File: config.mk
export PLATFORM = sky130hd
export DESIGN_NAME = nsf_sequencer
export DESIGN_NICKNAME = d
export VERILOG_FILES = /design/src/nsf_pkg.sv /design/src/nsf_sequencer.sv /design/src/nsf_func_decode.sv /design/src/nsf_plane_walk.sv
export SDC_FILE = /design/constraint.sdc
export NUM_CORES = 1
export LEC_CHECK = 0
export BUFFER_PORTS_ARGS = -buffer_cell sky130_fd_sc_hd__buf_4
export CAP_MARGIN = 30
export CELL_PAD_IN_SITES_DETAIL_PLACEMENT = 0
export CELL_PAD_IN_SITES_GLOBAL_PLACEMENT = 2
export CORE_UTILIZATION = 38
export CTS_CLUSTER_SIZE = 24
export DETAILED_ROUTE_END_ITERATION = 10
export GPL_TIMING_DRIVEN = 0
export PLACE_DENSITY = 0.79
export SLEW_MARGIN = 20
export SYNTH_ARGS = -nofsm -noshare
export SYNTH_HDL_FRONTEND = slang
export SYNTH_SLANG_ARGS = --single-unit
File: constraint.sdc
create_clock -name core_clk -period 2.8 [get_ports core_clk]
set_clock_uncertainty 0.2 [all_clocks]
set_input_delay 0.28 -clock core_clk [delete_from_list [all_inputs] [get_ports core_clk]]
set_output_delay 0.28 -clock core_clk [all_outputs]
set_load 0.02 [all_outputs]
File: src/nsf_pkg.sv
/*
  Shared constants and types for the NAND special-function sequencer.
  Assumes a single core clock and a flash engine that executes one
  primitive operation per request and answers with a done pulse.
*/
package nsf_pkg;

  // Address split of the command word
  localparam int BLK_W  = 18;
  localparam int PAGE_W = 6;
  localparam int ADDR_W = BLK_W + PAGE_W;

  // Register offsets
  localparam logic [7:0] OFF_CMD   = 8'h00;
  localparam logic [7:0] OFF_DATA  = 8'h04;
  localparam logic [7:0] OFF_CFG   = 8'h08;
  localparam logic [7:0] OFF_STAT  = 8'h0C;
  localparam logic [7:0] OFF_FBLK  = 8'h10;
  localparam logic [7:0] OFF_FPAGE = 8'h14;

  // Command word: class selector above the address
  localparam int         CMD_CLASS_LSB = 24;
  localparam logic [1:0] CLASS_SPECIAL = 2'h2;

  // Configuration fields and reset value
  localparam int          CFG_PLANE_PAR  = 0;
  localparam int          CFG_SPARE_DEF  = 1;
  localparam int          CFG_LOCK_OK    = 2;
  localparam int          CFG_PLANES_LSB = 4;
  localparam int          PLANES_W       = 4;
  localparam logic [31:0] CFG_RST        = 32'h0000_0014;

  // Function codes carried by the data write
  localparam logic [7:0] FC_ERASE    = 8'h01;
  localparam logic [7:0] FC_UNLK_LO  = 8'h10;
  localparam logic [7:0] FC_UNLK_HI  = 8'h11;
  localparam logic [7:0] FC_LOCK     = 8'h21;
  localparam logic [7:0] FC_TIGHT    = 8'h31;
  localparam logic [7:0] FC_SPARE    = 8'h41;
  localparam logic [7:0] FC_DEFAULT  = 8'h42;
  localparam logic [7:0] FC_BOTH     = 8'h43;
  localparam logic [7:0] FC_LOAD     = 8'h60;
  localparam logic [7:0] FC_DEST     = 8'h61;
  localparam logic [7:0] FC_COMMIT   = 8'h62;

  // Decoded special functions
  typedef enum logic [3:0] {
    F_NONE = 4'h0, F_ERASE = 4'h1, F_UNLK_LO = 4'h2, F_UNLK_HI = 4'h3,
    F_LOCK = 4'h4, F_TIGHT = 4'h5, F_SPARE = 4'h6, F_DEFAULT = 4'h7,
    F_BOTH = 4'h8, F_LOAD = 4'h9, F_DEST = 4'hA, F_COMMIT = 4'hB
  } nsf_func_type;

  // Primitive operations sent to the flash engine
  typedef enum logic [2:0] {
    OP_NONE = 3'h0, OP_ERASE = 3'h1, OP_UNLOCK = 3'h2, OP_LOCK_ALL = 3'h3,
    OP_LOCK_TIGHT = 3'h4, OP_LOAD = 3'h5, OP_PROG_START = 3'h6,
    OP_PROG_COMMIT = 3'h7
  } nsf_op_type;

  // Transfer modes for later data commands
  typedef enum logic [1:0] {
    XM_MAIN = 2'h0, XM_SPARE = 2'h1, XM_BOTH = 2'h2
  } nsf_mode_type;

  // Sequencer states
  typedef enum logic [1:0] {
    S_IDLE = 2'h0, S_ISSUE = 2'h1, S_WAIT = 2'h2
  } nsf_state_type;

  typedef struct packed {
    logic [BLK_W-1:0]  block;
    logic [PAGE_W-1:0] page;
  } nsf_addr_type;

  typedef struct packed {
    logic             valid;
    nsf_op_type       op;
    nsf_addr_type     addr;
    logic [BLK_W-1:0] addr_end;
    logic             ecc_use;
  } nsf_flash_req_type;

  typedef struct packed {
    logic done;
    logic fail;
  } nsf_flash_rsp_type;

  typedef struct packed {
    logic erase_done;
    logic erase_err;
    logic load_done;
    logic write_done;
    logic write_err;
  } nsf_event_type;

endpackage : nsf_pkg

File: src/nsf_sequencer.sv
/*
  Special-function sequencer of a NAND flash controller: erase, lock,
  transfer mode and read-modify-write, driven by command/data writes.
  Assumes a flash engine behind fl_req that answers each request with
  exactly one fl_rsp.done pulse, and a plain register master.
*/
// Our own choices: the address map and the strobed register port.
// Functional notes
// - Code 0x01 single: erase one block
// - Plane-parallel erase walks consecutive plane blocks
// - Erase done only after last block
// - Erase failure flags error, records block
// - Lock codes ignored without lock support
// - Unlock span: start 0x10, end 0x11
// - Code 0x21 locks all, address ignored
// - Code 0x31 lock-tight; only reset clears
// - Lock-tight refuses every lock change
// - Mode codes 0x41, 0x42, 0x43 select transfer
// - Selected mode holds until next mode
// - Code 0x60 loads page into buffer
// - Code 0x61 starts program with destination
// - Code 0x62 commits and completes program
// - Load done and write done events
// - No error-correction use during read-modify-write
// - Program failure flags error, records block, page
module nsf_sequencer
  import nsf_pkg::*;
(
  input  wire logic        core_clk,
  input  wire logic        rstn,
  input  wire logic [7:0]  reg_addr,
  input  wire logic [31:0] reg_wdata,
  input  wire logic        reg_wr,
  input  wire logic        reg_rd,
  output logic      [31:0] reg_rdata,
  output nsf_flash_req_type fl_req,
  input  nsf_flash_rsp_type fl_rsp,
  output nsf_mode_type     xfer_mode,
  output nsf_event_type    events,
  output logic             busy
);

  ////////////////////////////////////////////////////////////////////////
  // State

  typedef struct packed {
    nsf_state_type     st;       // Sequencer state
    logic              armed;    // Command word waiting for data
    nsf_addr_type      addr;     // Latched address
    nsf_op_type        op;       // Operation in flight
    nsf_addr_type      oaddr;    // Address of the operation in flight
    logic [BLK_W-1:0]  unlk_lo;  // Unlock span start
    logic [BLK_W-1:0]  unlk_hi;  // Unlock span end
    logic              unlk_ok;  // Span start present
    logic              tight;    // Lock-tight in force
    nsf_mode_type      mode;     // Current transfer mode
    logic [31:0]       cfg;      // Configuration word
    logic [BLK_W-1:0]  fblk;     // Failing block record
    logic [PAGE_W-1:0] fpage;    // Failing page record
    logic [31:0]       rdata;    // Read data
    nsf_flash_req_type req;      // Flash request
    nsf_event_type     ev;       // Event pulses
  } nsf_main_type;

  nsf_main_type q, d;

  nsf_func_type     func;       // Decoded code of the data write
  logic             data_go;    // Data write accepted
  logic             pw_start;   // Begin a plane walk
  logic             pw_adv;     // Step to the next plane
  logic [BLK_W-1:0] pw_cur;     // Block being erased
  logic             pw_last;    // Last plane of the walk
  logic [PLANES_W-1:0] pw_cnt;  // Blocks in this erase

  ////////////////////////////////////////////////////////////////////////
  // Submodules

  nsf_func_decode u_dec (
    .code (reg_wdata[7:0]),
    .func (func)
  );

  nsf_plane_walk #(
    .CNT_W (PLANES_W)
  ) u_walk (
    .core_clk (core_clk),
    .rstn     (rstn),
    .start    (pw_start),
    .adv      (pw_adv),
    .base     (q.addr.block),
    .count    (pw_cnt),
    .cur      (pw_cur),
    .last     (pw_last)
  );

  ////////////////////////////////////////////////////////////////////////
  // Next-state logic

  // Data write only acts on an armed command while idle
  assign data_go = reg_wr && (reg_addr == OFF_DATA) && q.armed && (q.st == S_IDLE);

  always_comb begin
    d          = q;
    d.req      = '0;
    d.ev       = '0;
    d.rdata    = '0;
    pw_start   = 1'b0;
    pw_adv     = 1'b0;
    // Plane count only under plane-parallel mode
    pw_cnt     = q.cfg[CFG_PLANE_PAR] ? q.cfg[CFG_PLANES_LSB +: PLANES_W]
                                      : PLANES_W'(1);

    // Register reads, answered next cycle
    if (reg_rd) begin
      case (reg_addr)
        OFF_CMD:   d.rdata = {8'h00, q.addr};
        OFF_CFG:   d.rdata = q.cfg;
        OFF_STAT:  d.rdata = {26'h0, q.unlk_ok, q.armed, q.tight, q.mode,
                              (q.st != S_IDLE)};
        OFF_FBLK:  d.rdata = {{(32-BLK_W){1'b0}}, q.fblk};
        OFF_FPAGE: d.rdata = {{(32-PAGE_W){1'b0}}, q.fpage};
        default:   d.rdata = '0;
      endcase
    end

    // Command word: only the special class arms
    if (reg_wr && reg_addr == OFF_CMD) begin
      d.armed = (reg_wdata[CMD_CLASS_LSB +: 2] == CLASS_SPECIAL);
      d.addr  = reg_wdata[ADDR_W-1:0];
    end

    // Configuration word
    if (reg_wr && reg_addr == OFF_CFG) begin
      d.cfg = reg_wdata;
    end

    case (q.st)
      // Execute the function of the data write
      S_IDLE: begin
        if (data_go) begin
          d.armed = 1'b0;
          case (func)
            F_ERASE: begin
              pw_start = 1'b1;
              d.op     = OP_ERASE;
              d.st     = S_ISSUE;
            end
            F_UNLK_LO: begin
              if (q.cfg[CFG_LOCK_OK] && !q.tight) begin
                d.unlk_lo = q.addr.block;
                d.unlk_ok = 1'b1;
              end
            end
            F_UNLK_HI: begin
              if (q.cfg[CFG_LOCK_OK] && !q.tight && q.unlk_ok) begin
                d.unlk_hi = q.addr.block;
                d.unlk_ok = 1'b0;
                d.op      = OP_UNLOCK;
                d.st      = S_ISSUE;
              end
            end
            F_LOCK: begin
              if (q.cfg[CFG_LOCK_OK] && !q.tight) begin
                d.addr = '0;
                d.op   = OP_LOCK_ALL;
                d.st   = S_ISSUE;
              end
            end
            F_TIGHT: begin
              if (q.cfg[CFG_LOCK_OK] && !q.tight) begin
                d.addr  = '0;
                d.tight = 1'b1;
                d.op    = OP_LOCK_TIGHT;
                d.st    = S_ISSUE;
              end
            end
            F_SPARE:   d.mode = XM_SPARE;
            F_DEFAULT: d.mode = q.cfg[CFG_SPARE_DEF] ? XM_BOTH : XM_MAIN;
            F_BOTH:    d.mode = XM_BOTH;
            F_LOAD: begin
              d.op = OP_LOAD;
              d.st = S_ISSUE;
            end
            F_DEST: begin
              d.op = OP_PROG_START;
              d.st = S_ISSUE;
            end
            F_COMMIT: begin
              d.op = OP_PROG_COMMIT;
              d.st = S_ISSUE;
            end
            default: d.op = OP_NONE;
          endcase
        end
      end

      // One-cycle request to the flash engine
      S_ISSUE: begin
        d.req.valid    = 1'b1;
        d.req.op       = q.op;
        d.req.addr     = q.addr;
        d.req.addr_end = q.unlk_hi;
        d.req.ecc_use  = 1'b0;
        // Keep the issued address; a later command word may overwrite q.addr
        d.oaddr        = q.addr;
        if (q.op == OP_ERASE) begin
          d.req.addr.block = pw_cur;
        end else if (q.op == OP_UNLOCK) begin
          d.req.addr.block = q.unlk_lo;
        end
        d.st = S_WAIT;
      end

      // Wait for the flash to finish
      S_WAIT: begin
        if (fl_rsp.done) begin
          d.st = S_IDLE;
          case (q.op)
            OP_ERASE: begin
              if (fl_rsp.fail) begin
                d.ev.erase_err = 1'b1;
                d.fblk         = pw_cur;
              end
              if (pw_last) begin
                d.ev.erase_done = 1'b1;
              end else begin
                pw_adv = 1'b1;
                d.st   = S_ISSUE;
              end
            end
            OP_LOAD: d.ev.load_done = 1'b1;
            OP_PROG_COMMIT: begin
              if (fl_rsp.fail) begin
                d.ev.write_err = 1'b1;
                d.fblk         = q.oaddr.block;
                d.fpage        = q.oaddr.page;
              end else begin
                d.ev.write_done = 1'b1;
              end
            end
            default: d.op = q.op;
          endcase
        end
      end

      default: d.st = S_IDLE;
    endcase
  end

  ////////////////////////////////////////////////////////////////////////
  // State register; lock-tight leaves only through reset

  always_ff @(posedge core_clk or negedge rstn) begin
    if (!rstn) begin
      q      <= '0;
      q.cfg  <= CFG_RST;
      q.mode <= XM_MAIN;
    end else begin
      q <= d;
    end
  end

  assign reg_rdata = q.rdata;
  assign fl_req    = q.req;
  assign xfer_mode = q.mode;
  assign events    = q.ev;
  assign busy      = (q.st != S_IDLE);
endmodule : nsf_sequencer

File: src/nsf_func_decode.sv
/*
  Maps a data-register function code onto a special function.
  Purely combinational; unknown codes map to F_NONE.
*/
module nsf_func_decode
  import nsf_pkg::*;
(
  input  wire logic [7:0]   code,
  output nsf_func_type      func
);

  // Code table
  always_comb begin
    case (code)
      FC_ERASE:   func = F_ERASE;
      FC_UNLK_LO: func = F_UNLK_LO;
      FC_UNLK_HI: func = F_UNLK_HI;
      FC_LOCK:    func = F_LOCK;
      FC_TIGHT:   func = F_TIGHT;
      FC_SPARE:   func = F_SPARE;
      FC_DEFAULT: func = F_DEFAULT;
      FC_BOTH:    func = F_BOTH;
      FC_LOAD:    func = F_LOAD;
      FC_DEST:    func = F_DEST;
      FC_COMMIT:  func = F_COMMIT;
      default:    func = F_NONE;
    endcase
  end

endmodule : nsf_func_decode

File: src/nsf_plane_walk.sv
/*
  Walks consecutive blocks of a multi-plane erase.
  Assumes start and adv are single-cycle pulses and never coincide.
*/
module nsf_plane_walk
  import nsf_pkg::*;
#(
  parameter int CNT_W = PLANES_W
)(
  input  wire logic             core_clk,
  input  wire logic             rstn,
  input  wire logic             start,
  input  wire logic             adv,
  input  wire logic [BLK_W-1:0] base,
  input  wire logic [CNT_W-1:0] count,
  output logic      [BLK_W-1:0] cur,
  output logic                  last
);

  // Refuse a counter that cannot hold one plane
  if (CNT_W < 1) begin : g_chk
    $error("nsf_plane_walk: CNT_W must be at least 1");
  end

  typedef struct packed {
    logic [BLK_W-1:0] blk;   // Block being erased
    logic [CNT_W-1:0] left;  // Blocks left including this one
  } nsf_walk_type;

  nsf_walk_type q, d;

  // Next block and remaining count
  always_comb begin
    d = q;
    if (start) begin
      d.blk  = base;
      d.left = (count == '0) ? CNT_W'(1) : count;
    end else if (adv) begin
      d.blk  = q.blk + BLK_W'(1);
      d.left = q.left - CNT_W'(1);
    end
  end

  // State register
  always_ff @(posedge core_clk or negedge rstn) begin
    if (!rstn) begin
      q <= '0;
    end else begin
      q <= d;
    end
  end

  assign cur  = q.blk;
  assign last = (q.left <= CNT_W'(1));

endmodule : nsf_plane_walk

==> results of run 1 <==
-- state kept, by name (all words and copies together), names as in the netlist --
register / count
events: 5
q: 148
fl_req: 46
reg_rdata: 32
u_walk.q: 4
u_walk.cur: 18
xfer_mode: 2
-- repair_timing --
item                       4_1_cts  5_1_grt
hold buffers                    38        0
hold endpoints to repair       134        0
setup endpoints to repair        2       80
setup buffers                    0        2
pin swaps                        0        0
resized for setup                1        8
-- report_power, final --
group	switching [mW]	internal (mW)	total [mW]
clock network	1.54	2.66	4.20
logic	0.172	0.136	0.308
registers	0.0595	3.73	3.78
-- cells in the final DEF (no fill, tap or decap), drive strengths merged, types with 4 or more instances in the layout --
master,count
inv,13
or3,4
nand3,54
clkbuf,83
nor2,84
o21ai,21
dlygate4sd3,38
a222oi,18
nand2,136
nand2b,5
a31oi,24
buf,241
a21oi,34
mux2,81
a211oi,19
bufinv,7
nor3,11
a22oi,8
clkinv,5
nor4,5
mux2i,19
a221o,5
a21o,8
dfrtp,253
a22o,6
and2,34
nand4,7
and3,16
-- layer usage --
layer / vias up / track usage / routed length, um
li1: 4069 / - / -
met4: 0 / 0.0517 / 601
met3: 45 / 0.0252 / 1700
met5: - / 0 / 0
met1: 4340 / 0.311 / 15000
met2: 238 / 0.330 / 14600
-- worst register-to-register path, stage by stage, from the launching register on --
cell	delay (ps)
dfrtp_1	430
nor4bb_2	390
nand3_1	140
dlygate4sd3_1	580
a31oi_1	230
o31ai_1	210
mux2_2	310
-- per-stage QoR --
step                      instance area [um2]  power [mW]  hold slack (ps)  cells
final                                   14600        8.29             65.4   1681
after global routing                    14600        8.59             66.4   1681
after CTS                               14600        8.38             41.2   1679
after detailed placement                13100        4.12             90.4   1588
after global placement                  13000        4.11              253   1586
after floorplan                         11600        3.91             -216   1066
-- final cells by class --
cell class | instances | area, um2
clock buffer | 39 | 803
timing repair buffer | 172 | 1430
sequential | 255 | 6380
fill | 2877 | 15200
tap | 390 | 488
multi-input combinational | 648 | 4230
clock inverter | 14 | 259
buffer | 151 | 956
inverter | 12 | 45.0
-- kinds of logic (layout without fill, tap and decap cells) --
logic type      after synthesis  count (layout)
fa+ha+maj                     3               3
mux                         100             100
compound gates              165             165
buf+inv                     163             388
xor+xnor                      3               3
other cells                   1               1
simple gates                376             376
flops                       255             255
-- how the worst max path moves through the flow --
| stage | from | endpoint | slack, ps | depth (start not counted) |
|---|---|---|---|---|
| 4_1_cts | reg_addr[6] | reg_rdata[12] | 80 | 10 |
| 3_5_place_dp | q[206] | u_walk.cur[8] | -60 | 7 |
| 6_report | reg_wdata[3] | q[156] | 80 | 9 |
| 2_1_floorplan | q[232] | q[151] | 480 | 7 |
| 5_1_grt | reg_addr[6] | reg_rdata[8] | 4 | 8 |
| 3_3_place_gp | rstn | fl_req[35] | -950 | 1 |
==> results.py, run 1 <==
metrics = {
    "run_status": {
        "outcome": "finished clean",
    },
    "global_route": {
        "grt_pass1_wl_um": 50400,
        "antenna_found_initial": 0,
        "grt_pass1_vias": 8705,
        "overflow": 0,
        "grt_max_degree": 95,
        "grtUsageTotal": 0.211,
    },
    "final_layout": {
        "num_antenna_cells": 0,
        "area_growth_pct": 26.1,
        "drive_gt1_frac": 0.298,
        "final_core_utilization": 0.490,
        "final_nets": 1318,
    },
    "cts": {
        "root_buffer": "clkbuf_16",
        "cts_max_level": 1,
        "cts_tree": "built",
        "cts.sink_count": 255,
        "cts_inserted_buffers": 29,
        "path_clk_slew_ps": 60,
        "clkLatencyLatePin_ps": 550,
        "cts_max_path_buffers": 3,
    },
    "critical_path": {
        "r2r_cells": 6,
        "start_kind": "input pin",
        "cp.required_ps": 3030,
        "cp_top_family": "simple AND/OR/NAND/NOR gates",
        "path_class": "in -> reg",
        "crit_buf_inv": 4,
        "critPathMaxFanout": 10,
        "r2r_setup_slack_ps": 190,
        "cp_slowest_cell": "dlygate4sd3_1",
        "slowest_delay_ps": 530,
        "reg2reg_to": "q[205]",
        "worstPathCellList": "dlygate4sd3_1 -> buf_4 -> or3_4 -> nor4_4 -> nand2b_1 -> or3_1 -> buf_6 -> buf_12 -> mux2_4",
        "cp-end-kind": "flip-flop",
        "cp.arrival_ps": 2950,
        "crit-reg2reg-launch": "q[232]",
    },
    "job": {
        "drv_cap": 0,
    },
    "logic_synthesis": {
        "ys_ff_latch": 255,
        "yosys.area_share.simple": 0.157,
        "yosys.area.top_type": "dfrtp_1",
        "syn-cell-area_mm2": 0.0116,
        "yosysMostFrequentCell": "dfrtp_1",
        "async_flop_share": 1.00,
        "synth_compound_area_frac": 0.101,
        "yosysSeqAreaShare": 0.551,
        "synth_fp_nets": 1115,
        "synthMuxAreaShare": 0.0985,
        "yosysWarnings": 0,
        "synth_area_per_cell_um2": 10.9,
        "netlist_top_cells_count": "dfrtp_1, nand2_1, buf_4",
        "synth_xor_area_frac": 0.00227,
        "synth_top_family_by_area": "simple AND/OR/NAND/NOR gates",
        "synth-main-ff-cell": "dfrtp_1",
        "synth_cells": 1066,
        "netlist_top_cells_area": "dfrtp_1, mux2_2, buf_4, nand2_1, nor2_1",
        "synth.distinct_cells": 71,
        "synth_edf_count": 0,
        "yosysTopAreaCellShare": 0.547,
        "synth_fa_ha_area_frac": 0.00324,
    },
    "power": {
        "power.density_mw_per_mm2": 568,
        "vdd_drop_max_v": 0.000500,
        "p_leak_nw": 7.15,
    },
    "sta": {
        "min_period_ps": 2720,
        "fmax_mhz": 368,
        "min_period_over_period": 0.971,
        "tns_ps": 0,
        "setup_viol": 0,
        "drv_slew": 0,
        "rsz0062_at_grt": "false",
        "hold_viol": 0,
        "slew_headroom": 0.336,
        "setup_ws_ps": 80.9,
        "worst_pin_slew_ps": 987,
    },
    "die": {
        "rows": 63,
        "core_mm2": 0.0298,
        "start_util": 0.389,
        "die_h_um": 177,
        "io_pins": 133,
        "die_w_um": 177,
        "die_area_mm2": 0.0312,
    },
    "detailed_routing": {
        "vias": 8692,
        "ant_nets": 0,
        "route.detailed.drc": 0,
        "post_drt_wl_per_cell_um": 19.0,
        "vias_per_cell": 5.17,
        "dr.first_iter.drc_count": 630,
        "drt_pass1_iterations": 5,
        "routed_wl_um": 31900,
    },
    "min_path": {
        "hold_class": "in -> reg",
        "min-delay-start": "reg_rd",
        "whs_path_depth": 3,
        "holdPathEnd": "reg_rdata[1]",
    },
    "placement": {
        "gp_congestion": 0.851,
        "dp_hpwl_um": 22900,
        "port_buffers": 130,
        "preCtsSetupSlack_ps": -58.6,
    },
}
No activity file was read; power rests on OpenSTA's default activity.
==> run 2: changes to the inputs <==
--- a/config.mk
+++ b/config.mk
@@ -13,7 +13,8 @@
 export CTS_CLUSTER_SIZE = 24
 export DETAILED_ROUTE_END_ITERATION = 10
 export GPL_TIMING_DRIVEN = 0
-export PLACE_DENSITY = 0.79
+export MAX_ROUTING_LAYER = met4
+export PLACE_DENSITY_LB_ADDON = 0.1
 export SLEW_MARGIN = 20
 export SYNTH_ARGS = -nofsm -noshare
 export SYNTH_HDL_FRONTEND = slang
==> run 2 against run 1 <==
  * Maximum frequency is 1.4% higher
  * Critical path depth stayed put
  * Highest routed layer unchanged
  * Critical path type unchanged
  * Setup slack better by 37 ps
==> results.py, run 2 (synthesized netlist as in run 1, its figures left out) <==
metrics = {
    "global_route": {
        "overflow": 0,
        "antenna_found_initial": 0,
        "use_met1": 0.309,
        "grt_max_degree": 78,
        "grt_pass1_wl_um": 52300,
        "use_met3": 0.0306,
        "met2_usage": 0.356,
        "grt.busiest_layer": "met2",
        "grtUsageTotal": 0.227,
        "grt_pass1_vias": 8638,
    },
    "final_layout": {
        "multi_input_area_mm2": 0.00424,
        "regArea_mm2": 0.00638,
        "final_common_cell": "dfrtp_1",
        "fin_area_mm2": 0.0147,
        "layout_common_cells": "dfrtp_1, buf_4, nand2_1",
        "final_nets": 1322,
        "area_growth_pct": 26.7,
        "fill_cells": 2794,
        "drive_gt1_frac": 0.304,
        "top_register": "q",
        "largest_register_ffs": 148,
        "num_antenna_cells": 0,
    },
    "critical_path": {
        "cp.required_ps": 3050,
        "cp-end-kind": "flip-flop",
        "crit-reg2reg-launch": "q[206]",
        "path_class": "in -> reg",
        "cp.arrival_ps": 2940,
        "start_kind": "input pin",
        "startpoint": "reg_wdata[3]",
        "critPathMaxFanout": 10,
    },
    "sta": {
        "hold_ws_ps": 59.8,
        "fmax_mhz": 373,
        "drv_slew": 0,
        "setup_viol": 0,
        "hold_viol": 0,
        "min_period_ps": 2680,
        "slew_headroom": 0.357,
        "rsz0062_at_grt": "true",
        "worst_pin_slew_ps": 965,
        "min_period_over_period": 0.958,
        "tns_ps": 0,
    },
    "cts": {
        "path_clk_slew_ps": 60,
        "cts_tree": "built",
        "cts_max_path_buffers": 3,
        "cts_inserted_buffers": 30,
        "clkLatencyLatePin_ps": 570,
        "root_buffer": "clkbuf_16",
        "cts.sink_count": 255,
        "cts_max_level": 1,
    },
    "detailed_routing": {
        "drt_pass1_iterations": 5,
        "vias_per_cell": 5.15,
        "routed_wl_um": 33000,
        "ant_nets": 0,
        "route.detailed.drc": 0,
        "dr.first_iter.drc_count": 628,
        "vias": 8680,
        "post_drt_wl_per_cell_um": 19.6,
    },
    "die": {
        "rows": 63,
        "start_util": 0.389,
        "core_mm2": 0.0298,
        "die_h_um": 177,
        "io_pins": 133,
        "die_w_um": 177,
        "die_area_mm2": 0.0312,
    },
    "power": {
        "p_leak_nw": 7.19,
        "power.density_mw_per_mm2": 566,
        "vdd_drop_max_v": 0.000428,
    },
    "placement": {
        "dp_hpwl_um": 23100,
        "dpl-instance-area_mm2": 0.0131,
        "port_buffers": 130,
        "gp_congestion": 0.857,
    },
    "run_status": {
        "outcome": "finished clean",
    },
    "min_path": {
        "hold_class": "in -> reg",
        "min-delay-start": "reg_rd",
    },
    "job": {
        "drv_cap": 0,
    },
}
run 2: metrics by stage:
step                      std cells  total power [mW]  setup WS [ps]   util
after floorplan                1066              3.91            484      -
after global placement         1586              4.11           -995  0.438
after detailed placement       1590              4.13          -80.5  0.441
after CTS                      1685              8.40           42.8  0.491
after global routing           1687              8.59          -15.4  0.492
final                          1687              8.30            118  0.492
run 2: final timing paths:
| check | to | slack (ps) | cells past startpoint |
|---|---|---|---|
| max | q[156] | 120 | 9 |
| min | reg_rdata[1] | 60 | 3 |
| max reg2reg | u_walk.cur[12] | 150 | 6 |
| min reg2reg | q[202] | 280 | 2 |
| max in group asynchronous | q[86] | 670 | 4 |
| min in group asynchronous | reg_rdata[24] | 510 | 3 |
run 2: what timing repair did:
action | in CTS | in global routing
endpoints found under the hold margin | 242 | 0
hold buffers | 39 | 0
setup endpoints to repair | 15 | 73
resized for setup | 2 | 13
pin swaps | 0 | 1
buffers inserted | 0 | 2
run 2: critical path, stage by stage:
cell	delay [ps]
dlygate4sd3_1	530
buf_4	150
or3_4	430
nor4_4	340
nand2b_1	90
or3_1	460
buf_6	190
buf_12	160
mux2_4	300
run 2: cell type report:
cell class / instances / area share
Clock buffer: 41 / 0.0588
Timing Repair Buffer: 175 / 0.101
Multi-Input combinational cell: 648 / 0.289
Inverter: 12 / 0.00307
Clock inverter: 15 / 0.0148
Buffer: 151 / 0.0654
Tap cell: 390 / 0.0333
Sequential cell: 255 / 0.435
run 2: layer usage:
layer  part of all wire  wire (um)  vias to the layer above
met1               0.46      15200                     4338
met3              0.040       1330                       52
met2               0.47      15600                      193
li1                   -          -                     4097
met5                  0          0                        -
met4              0.026        873                        0
run 2: where the power goes:
group          leakage (nW)  total (mW)  switching [mW]  internal, mW
Clock                 0.530        4.20            1.60          2.61
Combinational          3.14       0.319           0.177         0.142
Sequential             3.52        3.78          0.0546          3.73
Total                  7.19        8.30            1.83          6.47
==> run 3: changes to the inputs <==
--- a/config.mk
+++ b/config.mk
@@ -8,13 +8,13 @@
 export BUFFER_PORTS_ARGS = -buffer_cell sky130_fd_sc_hd__buf_4
 export CAP_MARGIN = 30
 export CELL_PAD_IN_SITES_DETAIL_PLACEMENT = 0
-export CELL_PAD_IN_SITES_GLOBAL_PLACEMENT = 2
-export CORE_UTILIZATION = 38
+export CELL_PAD_IN_SITES_GLOBAL_PLACEMENT = 1
+export CORE_UTILIZATION = 46
 export CTS_CLUSTER_SIZE = 24
 export DETAILED_ROUTE_END_ITERATION = 10
 export GPL_TIMING_DRIVEN = 0
 export MAX_ROUTING_LAYER = met4
-export PLACE_DENSITY_LB_ADDON = 0.1
+export PLACE_DENSITY = 0.78
 export SLEW_MARGIN = 20
 export SYNTH_ARGS = -nofsm -noshare
 export SYNTH_HDL_FRONTEND = slang
==> run 3 against run 2 <==
  * Sequential share of layout area increased by 0.62 points
  * Global-route usage up 2.1 points
  * Via count up 0.53%
  * Die area shrank 17%
  * Combinational power down 4%
  * Design area fell by 1.4%
  * Clock power down 3%
  * Sequential cell count unchanged
  * Largest power group unchanged
  * Highest routed layer unchanged
==> results.py, run 3 (synthesized netlist as in run 1, its figures left out) <==
metrics = {
    "critical_path": {
        "start_kind": "flip-flop",
        "path_class": "reg -> reg",
        "worstPathCellList": "nor4bb_1 -> nand3_1 -> nand2b_1 -> or3_1 -> buf_6 -> buf_12 -> mux2_4",
        "cp_slowest_cell": "nor4bb_1",
        "critPathMaxFanout": 10,
        "cp.arrival_ps": 2950,
        "slowest_delay_ps": 510,
        "cp.required_ps": 3020,
        "cp-end-kind": "flip-flop",
    },
    "job": {
        "drv_cap": 0,
    },
    "placement": {
        "place_inst": 1522,
        "dp_hpwl_um": 21300,
        "preCtsSetupSlack_ps": -101,
        "dpl-instance-area_mm2": 0.0130,
        "gp_congestion": 0.913,
        "port_buffers": 130,
    },
    "final_layout": {
        "final_common_cell": "dfrtp_1",
        "final_nets": 1312,
        "final_cells": 1608,
        "area_growth_pct": 24.9,
        "fill_cells": 2126,
        "layout_common_cells": "dfrtp_1, buf_4, nand2_1",
        "drive_gt1_frac": 0.299,
        "top_register": "q",
        "largest_register_ffs": 148,
        "fin_area_mm2": 0.0145,
        "num_antenna_cells": 0,
    },
    "sta": {
        "slew_headroom": 0.352,
        "setup_viol": 0,
        "hold_viol": 0,
        "min_period_ps": 2730,
        "hold_ws_ps": 36.0,
        "fmax_mhz": 366,
        "min_period_over_period": 0.975,
        "setup_ws_ps": 69.4,
        "worst_pin_slew_ps": 964,
        "drv_slew": 0,
        "rsz0062_at_grt": "false",
    },
    "global_route": {
        "antenna_found_initial": 0,
        "overflow": 0,
        "grt_pass1_wl_um": 48600,
        "grt_pass1_vias": 8594,
        "grt_max_degree": 96,
        "grtUsageTotal": 0.248,
    },
    "detailed_routing": {
        "post_drt_wl_per_cell_um": 18.9,
        "route.detailed.drc": 0,
        "dr.first_iter.drc_count": 732,
        "routed_wl_um": 30400,
        "drt_pass1_iterations": 9,
        "vias_per_cell": 5.43,
        "vias": 8726,
        "ant_nets": 0,
    },
    "cts": {
        "path_clk_slew_ps": 60,
        "cts_max_path_buffers": 3,
        "cts_tree": "built",
        "cts_max_level": 1,
        "root_buffer": "clkbuf_16",
        "clkLatencyLatePin_ps": 530,
        "cts_inserted_buffers": 27,
        "cts.sink_count": 255,
    },
    "power": {
        "p_total_mw": 8.15,
        "p_leak_nw": 7.12,
        "vdd_drop_max_v": 0.000427,
        "power.density_mw_per_mm2": 564,
    },
    "die": {
        "rows": 57,
        "die_w_um": 161,
        "die_h_um": 161,
        "core_mm2": 0.0245,
        "io_pins": 133,
        "die_area_mm2": 0.0258,
        "start_util": 0.472,
    },
    "min_path": {
        "hold_class": "in -> reg",
    },
    "run_status": {
        "outcome": "finished clean",
    },
}
run 3: changes by cell type in the layout (fill, tap and decap cells not counted), sizes merged:
| cell | before | now |
|---|---|---|
| clkbuf | 85 | 82 |
| bufinv | 5 | 6 |
| clkinv | 9 | 2 |
| dlygate4sd3 | 39 | 36 |
| inv | 11 | 12 |
| buf | 243 | 239 |
| clkinvlp | 2 | 4 |
run 3: stage by stage:
stage	TNS, ps	util
2_1_floorplan	0	-
3_5_place_dp	-1550	0.531
6_report	0	0.589
4_1_cts	0	0.588
5_1_grt	0	0.589
3_3_place_gp	-224350	0.528
run 3: what timing repair did:
item	CTS	global route
endpoints found under the hold margin	131	0
hold buffers	36	0
gates resized for setup	1	9
setup buffers	0	0
setup endpoints to repair	1	45
run 3: final timing paths:
| kind | from | end | slack [ps] | cells past startpoint |
|---|---|---|---|---|
| setup / recovery | q[232] | q[155] | 70 | 7 |
| hold / removal | reg_addr[4] | q[232] | 40 | 5 |
| setup reg to reg | q[232] | q[155] | 70 | 7 |
| hold reg to reg | q[146] | fl_req[3] | 270 | 1 |
| max in group asynchronous | rstn | fl_req[35] | 1400 | 3 |
| min in group asynchronous | rstn | q[210] | 110 | 2 |
run 3: power by group:
part           leakage, nW  internal, mW  switching [mW]  total, mW
clock                0.500          2.58            1.48       4.06
sequential            3.52          3.72          0.0593       3.78
combinational         3.10         0.135           0.171      0.305
run 3: metal layers:
layer	global-route usage	up-vias	part of all wire
met1	0.360	4306	0.45
li1	-	4057	-
met2	0.376	322	0.46
met3	0.0279	41	0.069
met4	0.0537	0	0.019
met5	-	-	0
run 3: final cells by class:
type	count	area (um2)	share of cell area
Multi-Input combinational cell	648	4230	0.292
Inverter	12	45.0	0.00311
Timing Repair Buffer	168	1400	0.0967
Buffer	151	957	0.0662
Tap cell	324	405	0.0280
Sequential cell	255	6380	0.441
Clock inverter	12	224	0.0155
Clock buffer	38	817	0.0565
run 3: worst max-delay path: cells and delay by family, from the launching register on:
kind	cells	cell delay (ps)
mux	1	300
buf+inv	2	350
simple gates	4	1340
flops	1	420
